--- config.mk ---
export PLATFORM = sky130hd
export DESIGN_NAME = usu_core
export DESIGN_NICKNAME = d
export VERILOG_FILES = /design/src/usu_pkg.sv /design/src/usu_core.sv
export VERILOG_INCLUDE_DIRS = /design/src
export SDC_FILE = /design/constraint.sdc
export NUM_CORES = 1
export LEC_CHECK = 0
export ABC_AREA = 1
export BUFFER_PORTS_ARGS = -buffer_cell sky130_fd_sc_hd__buf_2
export CORE_UTILIZATION = 50
export DETAILED_ROUTE_END_ITERATION = 6
export PLACE_DENSITY = 0.72
export SLEW_MARGIN = 20
export SYNTH_ARGS = -nofsm -noshare
export SYNTH_HDL_FRONTEND = slang
export SYNTH_SLANG_ARGS = --single-unit
--- constraint.sdc ---
create_clock -name clk -period 1.5 [get_ports clk]
set_clock_uncertainty 0.15 [all_clocks]
set_input_delay 0.075 -clock clk [delete_from_list [all_inputs] [get_ports clk]]
set_output_delay 0.075 -clock clk [all_outputs]
set_load 0.005 [all_outputs]
--- src/usu_params.svh ---
`ifndef USU_PARAMS_SVH
`define USU_PARAMS_SVH

// ****************************************
// Register offsets (index on the plain port)
// ****************************************
`define USU_OFS_CTRL  3'h0
`define USU_OFS_DATA  3'h1
`define USU_OFS_BUF   3'h2
`define USU_OFS_STAT  3'h3

// ****************************************
// Control register fields
// ****************************************
`define USU_C_SIE     7
`define USU_C_OIE     6
`define USU_C_WM_HI   5
`define USU_C_WM_LO   4
`define USU_C_CS_HI   3
`define USU_C_CS_LO   2
`define USU_C_CLK     1
`define USU_C_TC      0

// ****************************************
// Status register fields
// ****************************************
`define USU_S_SIF     7
`define USU_S_OIF     6
`define USU_S_PF      5
`define USU_S_DC      4
`define USU_S_CNT_HI  3

// ****************************************
// Reset values and counts
// ****************************************
`define USU_RST_BYTE  8'h00
`define USU_RST_CNT   4'h0
`define USU_CNT_MAX   4'hf

`endif

--- src/usu_pkg.sv ---
package usu_pkg;
  // Wire mode, as held in the control register
  typedef enum logic [1:0] {
    USU_WM_OFF,
    USU_WM_THREE,
    USU_WM_TWO,
    USU_WM_TWO_HOLD
  } usu_wmode_t;

  // Clock source select
  typedef enum logic [1:0] {
    USU_CS_SOFT,
    USU_CS_TIMER,
    USU_CS_EXT_RISE,
    USU_CS_EXT_FALL
  } usu_csrc_t;
endpackage

--- src/usu_core.sv ---
`timescale 1ns/10ps
`include "usu_params.svh"
// Behaviour
// External clock counts on both pin edges
// Counter chains with compare-match timer
// Preset to F gives edge interrupt
// Data write beats simultaneous shift
// Shift left on selected clock source
// Inputs still work with outputs off
// Data pin driven from bit 7 via latch
// Latch open half-cycle external, always internal
// Open latch passes new top bit at once
// Data pin driven only when direction set
// Buffer copies shifter on transfer end
// Start flag: start condition or clock edge
// Start interrupt needs flag, enable, global
// Start flag cleared by one, releases hold
// Start interrupt wakes from any sleep
// Wrap flag at 15 to 0, interrupt, hold
// Wrap interrupt wakes from idle
// Stop flag in two-wire, no interrupt
// Mismatch bit: bit 7 versus pin
// Low status nibble is the counter
// Counter steps on selected clock source
// Toggle strobe clocks when strobe select set
// Wire mode zero disables outputs and holds
// Hold mode keeps clock low after wrap
// Zero writes keep flags; set beats clear
module usu_core
  import usu_pkg::*;
(
  input  wire logic       clk,         // System clock
  input  wire logic       rst,         // Synchronous reset
  input  wire logic [2:0] addr,        // Register index
  input  wire logic [7:0] wdata,       // Write data
  input  wire logic       wr,          // Write strobe
  input  wire logic       rd,          // Read strobe
  output logic      [7:0] rdata,       // Read data
  input  wire logic       global_ie,   // Global interrupt enable
  input  wire logic       timer_match, // Timer compare match pulse
  input  wire logic       sck_in,      // Serial clock pin level
  input  wire logic       sda_in,      // Serial data pin level
  input  wire logic       sck_ddr,     // Clock pin direction
  input  wire logic       sda_ddr,     // Data pin direction
  input  wire logic       dout_ddr,    // Three-wire output direction
  input  wire logic       sda_port,    // Data pin port bit
  output logic            sck_out,     // Clock pin value
  output logic            sck_oe_n,    // Clock pin enable, low drives
  output logic            sda_out,     // Data pin value
  output logic            sda_oe_n,    // Data pin enable, low drives
  output logic            dout,        // Three-wire data out
  output logic            dout_oe_n,   // Data out enable, low drives
  output logic            start_irq,   // Start interrupt
  output logic            wrap_irq,    // Wrap interrupt
  output logic            wake_all,    // Wake from any sleep
  output logic            wake_idle,   // Wake from idle
  output logic            wrap_tick    // Wrap pulse to timer
);

  // ****************************************
  // Pin synchronisers
  // ****************************************
  logic       sck_s1_q, sck_s2_q, sck_s3_q;
  logic       sda_s1_q, sda_s2_q, sda_s3_q;
  logic       sck_rise, sck_fall, sda_rise, sda_fall;

  // Two flops, then a history flop for edges
  always_ff @(posedge clk) begin
    if (rst) begin
      sck_s1_q <= 1'b1;
      sck_s2_q <= 1'b1;
      sck_s3_q <= 1'b1;
      sda_s1_q <= 1'b1;
      sda_s2_q <= 1'b1;
      sda_s3_q <= 1'b1;
    end else begin
      sck_s1_q <= sck_in;
      sck_s2_q <= sck_s1_q;
      sck_s3_q <= sck_s2_q;
      sda_s1_q <= sda_in;
      sda_s2_q <= sda_s1_q;
      sda_s3_q <= sda_s2_q;
    end
  end

  assign sck_rise = sck_s2_q & ~sck_s3_q;
  assign sck_fall = ~sck_s2_q & sck_s3_q;
  assign sda_rise = sda_s2_q & ~sda_s3_q;
  assign sda_fall = ~sda_s2_q & sda_s3_q;

  // ****************************************
  // Register decode and control register
  // ****************************************
  logic       wr_ctrl, wr_data, wr_stat;
  logic       sie_q, oie_q, clkstb_q;
  usu_wmode_t wm_q;
  usu_csrc_t  cs_q;
  logic [1:0] cs_now;
  logic       clkstb_now, strobe_clk, strobe_tc;

  assign wr_ctrl = wr && (addr == `USU_OFS_CTRL);
  assign wr_data = wr && (addr == `USU_OFS_DATA);
  assign wr_stat = wr && (addr == `USU_OFS_STAT);

  // Strobes act with the source written alongside them
  assign cs_now     = wr_ctrl ? wdata[`USU_C_CS_HI:`USU_C_CS_LO] : cs_q;
  assign clkstb_now = wr_ctrl ? wdata[`USU_C_CLK] : clkstb_q;
  assign strobe_clk = wr_ctrl & wdata[`USU_C_CLK];
  assign strobe_tc  = wr_ctrl & wdata[`USU_C_TC];

  // Control fields
  always_ff @(posedge clk) begin
    if (rst) begin
      sie_q    <= 1'b0;
      oie_q    <= 1'b0;
      wm_q     <= USU_WM_OFF;
      cs_q     <= USU_CS_SOFT;
      clkstb_q <= 1'b0;
    end else if (wr_ctrl) begin
      sie_q    <= wdata[`USU_C_SIE];
      oie_q    <= wdata[`USU_C_OIE];
      wm_q     <= usu_wmode_t'(wdata[`USU_C_WM_HI:`USU_C_WM_LO]);
      cs_q     <= usu_csrc_t'(wdata[`USU_C_CS_HI:`USU_C_CS_LO]);
      clkstb_q <= wdata[`USU_C_CLK];
    end
  end

  // ****************************************
  // Clock source selection
  // ****************************************
  logic two_wire, tc_mode, count_tick, shift_tick;
  logic sck_tgl_q;

  assign two_wire = (wm_q == USU_WM_TWO) || (wm_q == USU_WM_TWO_HOLD);
  assign tc_mode  = cs_now[1] & clkstb_now;

  // Software clock pin level, flipped by the toggle strobe
  always_ff @(posedge clk) begin
    if (rst) begin
      sck_tgl_q <= 1'b0;
    end else if (strobe_tc) begin
      sck_tgl_q <= ~sck_tgl_q;
    end
  end

  // Counter and shifter ticks per source
  always_comb begin
    count_tick = 1'b0;
    shift_tick = 1'b0;
    unique case (cs_now)
      2'h0: begin
        count_tick = strobe_clk;
        shift_tick = strobe_clk;
      end
      2'h1: begin
        count_tick = timer_match;
        shift_tick = timer_match;
      end
      2'h2, 2'h3: begin
        if (tc_mode) begin
          count_tick = strobe_tc;
          shift_tick = strobe_tc & (sck_tgl_q == cs_now[0]);
        end else begin
          count_tick = sck_rise | sck_fall;
          shift_tick = cs_now[0] ? sck_fall : sck_rise;
        end
      end
    endcase
  end

  // ****************************************
  // Shift register, counter and buffer
  // ****************************************
  logic [7:0] data_q, data_d, buf_q;
  logic [3:0] cnt_q;
  logic       wrap;

  // Write wins over a shift in the same cycle
  always_comb begin
    if (wr_data) begin
      data_d = wdata;
    end else if (shift_tick) begin
      data_d = {data_q[6:0], sda_s2_q};
    end else begin
      data_d = data_q;
    end
  end

  always_ff @(posedge clk) begin
    if (rst) begin
      data_q <= `USU_RST_BYTE;
    end else begin
      data_q <= data_d;
    end
  end

  // Software write of the count beats a tick
  always_ff @(posedge clk) begin
    if (rst) begin
      cnt_q <= `USU_RST_CNT;
    end else if (wr_stat) begin
      cnt_q <= wdata[`USU_S_CNT_HI:0];
    end else if (count_tick) begin
      cnt_q <= cnt_q + 4'h1;
    end
  end

  assign wrap = count_tick & ~wr_stat & (cnt_q == `USU_CNT_MAX);

  // Transfer complete copies the shifter
  always_ff @(posedge clk) begin
    if (rst) begin
      buf_q <= `USU_RST_BYTE;
    end else if (wrap) begin
      buf_q <= data_d;
    end
  end

  // Wrap pulse feeds the timer for a wider count
  always_ff @(posedge clk) begin
    if (rst) begin
      wrap_tick <= 1'b0;
    end else begin
      wrap_tick <= wrap;
    end
  end

  // ****************************************
  // Status flags
  // ****************************************
  logic sif_q, oif_q, pf_q, start_evt, stop_evt;
  logic clr_sif, clr_oif, clr_pf, mismatch;

  assign start_evt = (two_wire & sda_fall & sck_s2_q)
                   | (~two_wire & cs_q[1] & ~clkstb_q
                      & (sck_rise | sck_fall));
  assign stop_evt  = two_wire & sda_rise & sck_s2_q;
  assign clr_sif   = wr_stat & wdata[`USU_S_SIF];
  assign clr_oif   = wr_stat & wdata[`USU_S_OIF];
  assign clr_pf    = wr_stat & wdata[`USU_S_PF];
  assign mismatch  = data_q[7] ^ sda_s2_q;

  // Set wins over a same-cycle clear; zero writes keep
  always_ff @(posedge clk) begin
    if (rst) begin
      sif_q <= 1'b0;
      oif_q <= 1'b0;
      pf_q  <= 1'b0;
    end else begin
      sif_q <= start_evt | (sif_q & ~clr_sif);
      oif_q <= wrap | (oif_q & ~clr_oif);
      pf_q  <= stop_evt | (pf_q & ~clr_pf);
    end
  end

  // Interrupts and wake requests; stop flag feeds none
  always_ff @(posedge clk) begin
    if (rst) begin
      start_irq <= 1'b0;
      wrap_irq  <= 1'b0;
      wake_all  <= 1'b0;
      wake_idle <= 1'b0;
    end else begin
      start_irq <= sif_q & sie_q & global_ie;
      wrap_irq  <= oif_q & oie_q & global_ie;
      wake_all  <= sif_q & sie_q;
      wake_idle <= oif_q & oie_q;
    end
  end

  // ****************************************
  // Output latch and clock holds
  // ****************************************
  logic lat_q, lat_open, hold_start_q, hold_wrap;

  // Open in first clock half for external, always else
  assign lat_open = ~cs_q[1] | (sck_s2_q == cs_q[0]);

  always_ff @(posedge clk) begin
    if (rst) begin
      lat_q <= 1'b0;
    end else if (lat_open) begin
      lat_q <= data_d[7];
    end
  end

  // Start hold begins at the clock fall after a start
  always_ff @(posedge clk) begin
    if (rst) begin
      hold_start_q <= 1'b0;
    end else if (!sif_q || !two_wire) begin
      hold_start_q <= 1'b0;
    end else if (sck_fall) begin
      hold_start_q <= 1'b1;
    end
  end

  assign hold_wrap = oif_q & (wm_q == USU_WM_TWO_HOLD);

  // ****************************************
  // Pin drivers
  // ****************************************
  always_ff @(posedge clk) begin
    if (rst) begin
      dout      <= 1'b0;
      dout_oe_n <= 1'b1;
      sda_out   <= 1'b0;
      sda_oe_n  <= 1'b1;
      sck_out   <= 1'b0;
      sck_oe_n  <= 1'b1;
    end else begin
      dout      <= lat_q;
      sda_out   <= 1'b0;
      dout_oe_n <= 1'b1;
      sda_oe_n  <= 1'b1;
      sck_out   <= 1'b0;
      sck_oe_n  <= 1'b1;
      unique case (wm_q)
        USU_WM_OFF: begin
          sck_out <= 1'b0;
        end
        USU_WM_THREE: begin
          dout_oe_n <= ~dout_ddr;
          sck_out   <= sck_tgl_q;
          sck_oe_n  <= ~sck_ddr;
        end
        USU_WM_TWO, USU_WM_TWO_HOLD: begin
          sda_oe_n <= ~(sda_ddr & (~lat_q | ~sda_port));
          sck_oe_n <= ~(sck_ddr & (~sck_tgl_q | hold_start_q
                                   | hold_wrap));
        end
      endcase
    end
  end

  // ****************************************
  // Read port
  // ****************************************
  always_ff @(posedge clk) begin
    if (rst) begin
      rdata <= `USU_RST_BYTE;
    end else if (rd) begin
      unique case (addr)
        `USU_OFS_CTRL: rdata <= {sie_q, oie_q, wm_q, cs_q, 2'h0};
        `USU_OFS_DATA: rdata <= data_q;
        `USU_OFS_BUF:  rdata <= buf_q;
        `USU_OFS_STAT: rdata <= {sif_q, oif_q, pf_q, mismatch,
                                 cnt_q};
        default:       rdata <= 8'h00;
      endcase
    end
  end
endmodule

Yosys cells after proc, flatten, opt, wreduce, memory -nomap -nowiden
Cells that the tools add are included.
{"block": "word_totals", "input_bits": 23, "elab_cells": 132, "reg_bits": 57, "output_inout_bits": 19}
{"block": "op_classes", "addsub": 1, "n_bitwise": 60, "reduce_logical": 15, "mux": 13, "n_eq_ne": 12}
{"operator": "$pmux 8 s4", "n": 1}
{"operator": "$and 1x1->1", "n": 30}
{"operator": "$not 1->1", "n": 20}
{"operator": "$mux 8", "n": 2}
{"operator": "$reduce_or 2->1", "n": 5}
{"operator": "$or 1x1->1", "n": 9}
{"operator": "$eq 2x2->1 const B", "n": 4}
{"operator": "$mux 4", "n": 2}
{"operator": "$eq 3x2->1 const B", "n": 2}
{"operator": "$pmux 1 s3", "n": 2}
{"operator": "$add 4x1->4 const B", "n": 1}
{"operator": "$eq 2x1->1 const B", "n": 2}
{"operator": "$eq 4x4->1 const B", "n": 1}
{"operator": "$mux 1", "n": 4}
{"operator": "$eq 3x1->1 const B", "n": 1}
{"operator": "$logic_and 1x1->1", "n": 3}
{"operator": "$logic_not 3->1", "n": 1}
{"operator": "$eq 1x1->1", "n": 2}
{"operator": "$logic_not 1->1", "n": 2}
{"operator": "$logic_not 2->1", "n": 1}
{"operator": "$logic_or 1x1->1", "n": 2}
{"operator": "$mux 2", "n": 1}
{"operator": "$pmux 1 s2", "n": 1}
{"operator": "$reduce_bool 2->1", "n": 1}
{"operator": "$xor 1x1->1", "n": 1}

Longest topological paths before layout
Gate-level depths: netlist of the first run.
{"block": "depth", "depth_word": 9, "mapped_depth": 13, "ltp_nobuf": 13}

Least setup slack after synthesis of the first run
OpenSTA, ideal clock, no wires.
{"block": "synth_timing", "path_kind": "reg2reg", "from": "register sck_s2_q", "to": "register buf_q[0]", "slack_ps": -106, "path_stages_with_launch": 11, "path_buffers": 1, "t_required_ps": 1294, "t_arrival_ps": 1400, "setup_ps": 56, "period_less_slack_ps": 1606, "path_cell_list": "dfxtp_1 -> inv_1 -> ha_1 -> nand2_1 -> nand3_2 -> nand2_4 -> nand3b_4 -> buf_6 -> a21oi_2 -> nand2_1 -> inv_1"}
{"block": "synth_via", "elab_chain_cells": 7, "word_cells_on_any_way": 13, "cone_classes": "mux (7); bitwise (6)"}
{"element": "from (decl)", "line_no": "usu_core.sv:63", "source": "logic sck_s1_q, sck_s2_q, sck_s3_q;"}
{"element": "from (signal assigned)", "line_no": "usu_core.sv:78", "source": "sck_s2_q <= sck_s1_q;"}
{"element": "$not 1->1", "line_no": "usu_core.sv:87", "source": "assign sck_fall = ~sck_s2_q & sck_s3_q;"}
{"element": "$and 1x1->1", "line_no": "usu_core.sv:87"}
{"element": "$mux 1 or $or 1x1->1 (tied branches)", "line_no": "usu_core.sv:165, usu_core.sv:164"}
{"element": "$mux 1", "line_no": "usu_core.sv:160", "source": "if (tc_mode) begin"}
{"element": "$pmux 1 s3", "line_no": "usu_core.sv:150", "source": "unique case (cs_now)"}
{"element": "$mux 8 or $and 1x1->1 (tied branches)", "line_no": "usu_core.sv:182, usu_core.sv:208"}
{"element": "$mux 8 or $and 1x1->1 (tied branches)", "line_no": "usu_core.sv:180, usu_core.sv:208"}
{"element": "to (signal assigned)", "line_no": "usu_core.sv:213", "source": "buf_q <= `USU_RST_BYTE;"}
{"element": "to (signal assigned)", "line_no": "usu_core.sv:215", "source": "buf_q <= data_d;"}
{"element": "to (decl)", "line_no": "usu_core.sv:174", "source": "logic [7:0] data_q, data_d, buf_q;"}
Parallel ways exist; a longest one is shown, timed or not.
A chain may end at the register's enable or synchronous reset.

Worst setup path after layout of the first run
{"block": "layout_timing", "from": "register cs_q[1]", "to": "register buf_q[1]"}
{"block": "layout_via", "elab_chain_cells": 6, "word_cells_on_any_way": 15, "cone_classes": "eq/ne (3); mux (7); bitwise (3); reduce/logical (2)"}
{"element": "from (decl)", "line_no": "usu_core.sv:97", "source": "usu_csrc_t cs_q;"}
{"element": "from (signal assigned)", "line_no": "usu_core.sv:123", "source": "cs_q <= usu_csrc_t'(wdata[`USU_C_CS_HI:`USU_C_CS_LO]);"}
{"element": "$mux 2 (*)", "line_no": "usu_core.sv:106", "source": "assign cs_now = wr_ctrl ? wdata[`USU_C_CS_HI:`USU_C_CS_LO] : cs_q;"}
{"element": "$eq 2x2->1 or $and 1x1->1 (tied branches)", "line_no": "usu_core.sv:150, usu_core.sv:135"}
{"element": "$reduce_or 2->1 or $mux 1 (tied branches)", "line_no": "usu_core.sv:150, usu_core.sv:160"}
{"element": "$pmux 1 s3", "line_no": "usu_core.sv:150"}
{"element": "$mux 8 or $and 1x1->1 (tied branches)", "line_no": "usu_core.sv:182, usu_core.sv:208"}
{"element": "$mux 8 or $and 1x1->1 (tied branches)", "line_no": "usu_core.sv:180, usu_core.sv:208"}
Every way passes the cells marked *; elsewhere a longest branch is shown, timed or not.

==> results of run 1 <==
[registers in the layout (all words and copies together) (netlist names), 2 cells and up]
name and flops:
rdata 8, cs_q 2, data_q 8, buf_q 8
wm_q 2, cnt_q 4
[placed cells by master, fill, tap and decap left out, types with 2 or more instances in the layout]
cell type       n
nand3_4         4
dfxtp_1        53
nor2_1         12
xor2_1          2
bufinv_16       2
nor4_1          5
buf_6           5
dlygate4sd3_1  16
inv_2           3
o21ai_2         3
a21oi_2        14
inv_1          52
nand2_2        16
or2_1           2
ha_4            2
clkbuf_8       12
o221ai_1        2
o22ai_1         8
buf_2          40
nor2_2          2
dfxtp_2         4
o21ai_0        18
or2_2           4
nor2_4          2
nand4_1         5
nor3_1          4
nand3_2        19
nand2_4         3
a21oi_1        21
buf_12          2
nand3_1        15
nand2_1        54
buf_4          39
a31oi_1         3
[tightest hold or removal path, stage by stage]
cell and delay, ns:
buf_2 0.11, buf_4 0.13, nand2_1 0.06, a31oi_1 0.08
[stage by stage]
step           std cells  setup WS [ns]  power, mW  instance area [um^2]  TNS, ns
2_1_floorplan        350       0.001720      1.790                  2648        0
3_3_place_gp         487        -0.3707      1.935                  3181   -6.335
3_5_place_dp         487        -0.3581      1.941                  3181   -6.590
4_1_cts              526       -0.09459      3.667                  3771   -1.204
5_1_grt              528        -0.2649      3.836                  3902   -4.115
6_report             528        -0.1461      3.700                  3902   -1.828
[worst paths after layout]
path / to / start / slack (ns)
min reg2reg: sck_s2_q / sck_s1_q / 0.27
max: buf_q[1] / cs_q[1] / -0.15
max reg2reg: buf_q[1] / cs_q[1] / -0.15
min: cnt_q[0] / wdata[0] / 0.03
[kinds of logic (layout without fill, tap and decap cells)]
group           Yosys count  after routing  synth area share, %
fa+ha+maj                 3              3                1.425
simple gates            149            150                28.27
other cells               1              1               0.1424
xor+xnor                  2              2               0.6652
flops                    57             57                43.33
buf+inv                  66            173                10.17
compound gates           72             72                16.01
[repair_timing]
action                     4_1_cts  5_1_grt
hold buffers                    16        0
gates resized for setup         37       27
pin swaps                       16       13
setup buffers                    7        2
setup endpoints to repair       20       23
cloned                           1        0
hold endpoints to repair        38        0
[layout make-up]
| class | instances | share of cell area [%] |
|---|---|---|
| well taps | 70 | 2.244 |
| flip-flops and latches | 57 | 29.37 |
| repair buffers | 102 | 19.20 |
| multi-input cells | 228 | 37.80 |
| clock inverters | 2 | 1.539 |
| inverters | 56 | 5.515 |
| clock buffers | 13 | 4.328 |
[power breakdown]
group | leakage, nW | total, mW | switching [mW] | internal (mW)
clock network | 0.116 | 1.67 | 0.603 | 1.06
logic | 1.09 | 0.459 | 0.257 | 0.202
registers | 0.462 | 1.57 | 0.0204 | 1.55
[layer usage]
layer | track usage (%) | share of wire (%) | up-vias
li1 | - | - | 1361
met1 | 36.71 | 42 | 1322
met2 | 48.05 | 48 | 106
met3 | 7.453 | 6.0 | 29
met4 | 12.58 | 3.8 | 0
met5 | 0 | 0 | -
==> summary.txt, run 1 <==
Outcome
  – Status: finished, violations left
  – Violated checks: setup timing

Drt
  – Final ANT Viol Nets: 0
  – Avg WL per Cell: 14.97 um
  – Drt first pass iters: 4
  – Wirelength, routed: 7905 um
  – Initial drt markers: 233
  – DR DRC count: 0
  – Vias per cell: 5.337
  – Via count: 2818

Hold path
  – Hold Crit Class: in -> reg
  – Hold Path Cell Cnt: 4

Yosys
  – Most common cell in the synthesized netlist: nand2_1
  – Main synth FF type: dfxtp_1
  – Syn Inst Count: 350
  – Number of synthesized flops with an enable pin: 0
  – Sequential area share after synthesis: 43.33%
  – Yosys warns: 0
  – Synth Register Bits: 57
  – Synthesized Nets: 376
  – Share of the synthesized area in the top cell type: 43.33%
  – Top cells by area, synth: dfxtp_1 (43%), nand2_1 (10%), inv_1 (7.7%)
  – Netlist cell types: 36
  – Most frequent cells after synthesis: nand2_1 (70), dfxtp_1 (57), inv_1 (54)
  – Avg Inst Size Synth: 7.525 um^2
  – Post-synth top area cell: dfxtp_1
  – Post-synth ARST share: 0%
  – Mapped cell area: 2634 um^2

Setup path
  – Max incr delay on CP: 0.33 ns
  – CP max-delay cell: dfxtp_1
  – Top delay family on crit path: simple AND/OR/NAND/NOR gates
  – Nature of the critical path endpoint: flip-flop
  – Crit path max fanout: 4
  – CP arrival: 1.78 ns
  – R2R depth: 10
  – Critical path cell sequence: inv_1, o21ai_4, buf_4, buf_4, nand3_2, nand3_1, nand3_2, nand3_2, nand2_2, inv_1
  – Worst Path Buf+Inv: 4
  – Required time worst endpoint: 1.63 ns
  – Cell mode on critical path: nand3_2
  – Critical Path Stages: 10
  – Startpoint Class: flip-flop
  – Critical setup path kind: reg -> reg

Final layout
  – Final #Nets: 480
  – Multi-input gate area: 1475 um^2
  – Fraction of layout cells with a size suffix above 1: 39.52%
  – # fillers: 366
  – Register area: 1146 um^2
  – ANT cells: 0
  – Area grow syn2layout: 48.17%
  – Fin util: 76.90%

Clocking
  – CTS tree: built
  – Deepest clock path buffer count: 2
  – CTS H-tree depth: 3
  – Clk Latency, worst-skew pair: 0.33 ns
  – Num CTS Buffers: 9
  – CTS Sinks: 57
  – Clock root buffer: clkbuf_8
  – Worst-path clk slew: 0.06 ns

Floorplan
  – Starting Density: 51.90%
  – Die span in x: 74.58 um
  – Site Rows: 26
  – Die Area: 5561 um^2
  – Area of the core: 5075 um^2
  – Io pins: 42
  – Die height: 74.58 um

Timing
  – RSZ-0062 raised after global routing: true
  – Final Setup Violations: 21
  – Fmax: 0.6075 GHz
  – Final hold slack: 0.02612 ns
  – Setup ws final: -0.1461 ns
  – Final Hold Fails: 0
  – Final period util: 109.7%
  – Tmin final: 1.646 ns
  – Max-slew violation count: 0

Placed design
  – IO buf count: 40
  – RD Place Congestion: 0.8709
  – Dpl hpwl: 4870 um

Power and ir drop
  – LEAKAGE: 1.669 nW
  – Maximum vdd drop: 0.5125 mV
  – Power Dens Cells: 948.2 nW/um^2

Global routing
  – First-pass GRT wire length: 11990 um
  – Overall Global Routing Usage: 29.39%
  – Largest net degree at the start of global routing: 40
  – GRT overflow: 0
  – Vias in the first global route: 2598
  – Initial antenna violation count: 0

Job
  – Number of max-cap violations: 0
Note: power is estimated with default switching activity, not from simulation.
==> inputs of run 2 (changes only) <==
Settings changed: CELL_PAD_IN_SITES_DETAIL_PLACEMENT from default to 0, CELL_PAD_IN_SITES_GLOBAL_PLACEMENT from default to 1, CORE_UTILIZATION 50 to 37, PLACE_DENSITY 0.72 to 0.73.
==> summary.txt, run 2 (same netlist as run 1, synthesis figures left out) <==
Clocking
  – Clock root buffer: clkbuf_8
  – CTS Sinks: 57
  – Worst-path clk slew: 0.06 ns
  – Clk Latency, worst-skew pair: 0.35 ns
  – Num CTS Buffers: 9
  – Deepest clock path buffer count: 2
  – CTS tree: built
  – CTS H-tree depth: 3

Hold path
  – Hold Crit Class: in -> reg

Floorplan
  – Die Area: 7460 um^2
  – Area of the core: 6832 um^2
  – Starting Density: 38.55%
  – Die height: 86.37 um
  – Io pins: 42
  – Die span in x: 86.37 um
  – Site Rows: 30

Drt
  – Wirelength, routed: 7525 um
  – Initial drt markers: 155
  – Via count: 2661
  – Final ANT Viol Nets: 0
  – DR DRC count: 0
  – Drt first pass iters: 4
  – Vias per cell: 4.786
  – Avg WL per Cell: 13.53 um

Global routing
  – Overall Global Routing Usage: 22.08%
  – Vias in the first global route: 2626
  – Largest net degree at the start of global routing: 27
  – Initial antenna violation count: 0
  – GRT overflow: 0
  – First-pass GRT wire length: 12540 um

Setup path
  – CP arrival: 1.74 ns
  – Worst reg-to-reg setup slack: -0.09 ns
  – Startpoint Class: flip-flop
  – Required time worst endpoint: 1.65 ns
  – Nature of the critical path endpoint: flip-flop
  – Crit path max fanout: 9
  – Critical setup path kind: reg -> reg

Final layout
  – ANT cells: 0
  – # fillers: 672
  – Fraction of layout cells with a size suffix above 1: 38.70%
  – Largest registers: buf_q x8, data_q x8, rdata x8
  – Most frequent cells in the layout: nand2_1 (56), dfxtp_1 (53), inv_1 (51)
  – Leading cell type in the layout, fill and taps excluded: nand2_1
  – Area grow syn2layout: 48.41%
  – Final #Nets: 482
  – Fin area: 3909 um^2
  – Fin cells: 556

Outcome
  – Violated checks: setup timing
  – Status: finished, violations left

Placed design
  – IO buf count: 40
  – Placed cells: 516
  – Pre-CTS setup slack: -0.4425 ns
  – RD Place Congestion: 0.7809
  – Dpl hpwl: 5203 um
  – Post-DP Area: 3223 um^2

Power and ir drop
  – LEAKAGE: 1.658 nW
  – Psw: 900.7 uW
  – Maximum vdd drop: 0.3660 mV
  – Sequential share of power: 45.3%
  – Clk pwr share: 41.8%
  – Net Sw Frac: 25.96%
  – Power Dens Cells: 887.6 nW/um^2
  – Gate power share: 13.0%
  – P_int: 2.569 mW

Timing
  – Final Hold Fails: 0
  – Final Setup Violations: 22
  – RSZ-0062 raised after global routing: true
  – Tmin final: 1.592 ns
  – Max-slew violation count: 0
  – Fmax: 0.6280 GHz
  – Final period util: 106.1%
  – Setup ws final: -0.09225 ns

Job
  – Number of max-cap violations: 0
[run 2: cell types whose count changed in the layout (fill, tap and decap cells not counted), sizes merged]
cell | previous run | this run
bufinv | 2 | 0
clkbuf | 13 | 14
clkinvlp | 0 | 1
buf | 86 | 88
[run 2: layer usage]
metal | GRT usage, % | part of all wire [%]
met5 | 0 | 0
met3 | 3.619 | 4.6
met4 | 9.848 | 1.2
met2 | 36.29 | 47
met1 | 28.51 | 47
[run 2: area by class of cell]
cell class / count / area, um^2 / area share [%]
Multi-Input combinational cell: 228 / 1475 / 37.74
Sequential cell: 57 / 1146 / 29.32
Timing Repair Buffer: 104 / 752.0 / 19.24
Inverter: 56 / 215.2 / 5.506
Clock buffer: 14 / 192.7 / 4.930
Tap cell: 96 / 120.1 / 3.073
Clock inverter: 1 / 7.507 / 0.1921
[run 2: worst paths after layout]
| path | cells past startpoint | start | to |
|---|---|---|---|
| worst min register to register | 1 | sck_s1_q | sck_s2_q |
| worst max register to register | 11 | cs_q[1] | buf_q[7] |
| worst max-delay path | 11 | cs_q[1] | buf_q[7] |
| worst min-delay path | 4 | wdata[2] | data_q[2] |
[run 2: power by group through the flow]
| stage | logic [mW] | registers, mW | clock network [mW] |
|---|---|---|---|
| after floorplan | 0.188 | 1.60 | 0 |
| after global placement | 0.341 | 1.60 | 0 |
| after detailed placement | 0.343 | 1.60 | 0 |
| after CTS | 0.417 | 1.57 | 1.46 |
| after global routing | 0.494 | 1.57 | 1.55 |
| final | 0.450 | 1.57 | 1.45 |
[run 2: critical path, stage by stage, from the launching register on]
cell	delay, ns
dfxtp_1	0.32
inv_1	0.08
o21ai_4	0.23
inv_2	0.08
nand2_4	0.09
buf_12	0.14
nand2_8	0.09
nand2_4	0.08
nand3_4	0.08
nand3_4	0.12
nand2_2	0.05
inv_1	0.04
[run 2: per-stage QoR]
step / hold slack, ns / utilization (%) / setup TNS [ns] / power (mW)
2_1_floorplan: 0.009110 / - / 0 / 1.790
3_3_place_gp: 0.1071 / 47.18 / -7.438 / 1.943
3_5_place_dp: 0.1098 / 47.18 / -8.184 / 1.946
4_1_cts: 0.007436 / 55.18 / -1.160 / 3.448
5_1_grt: 0.03186 / 57.22 / -2.982 / 3.613
6_report: 0.006929 / 57.22 / -1.137 / 3.469
[run 2: timing repair]
action,CTS,global route
hold endpoints to repair,39,1
pin swaps,17,17
buffers inserted,4,4
cloned,1,0
resized for setup,38,24
setup endpoints to repair,22,24
hold buffers,16,1
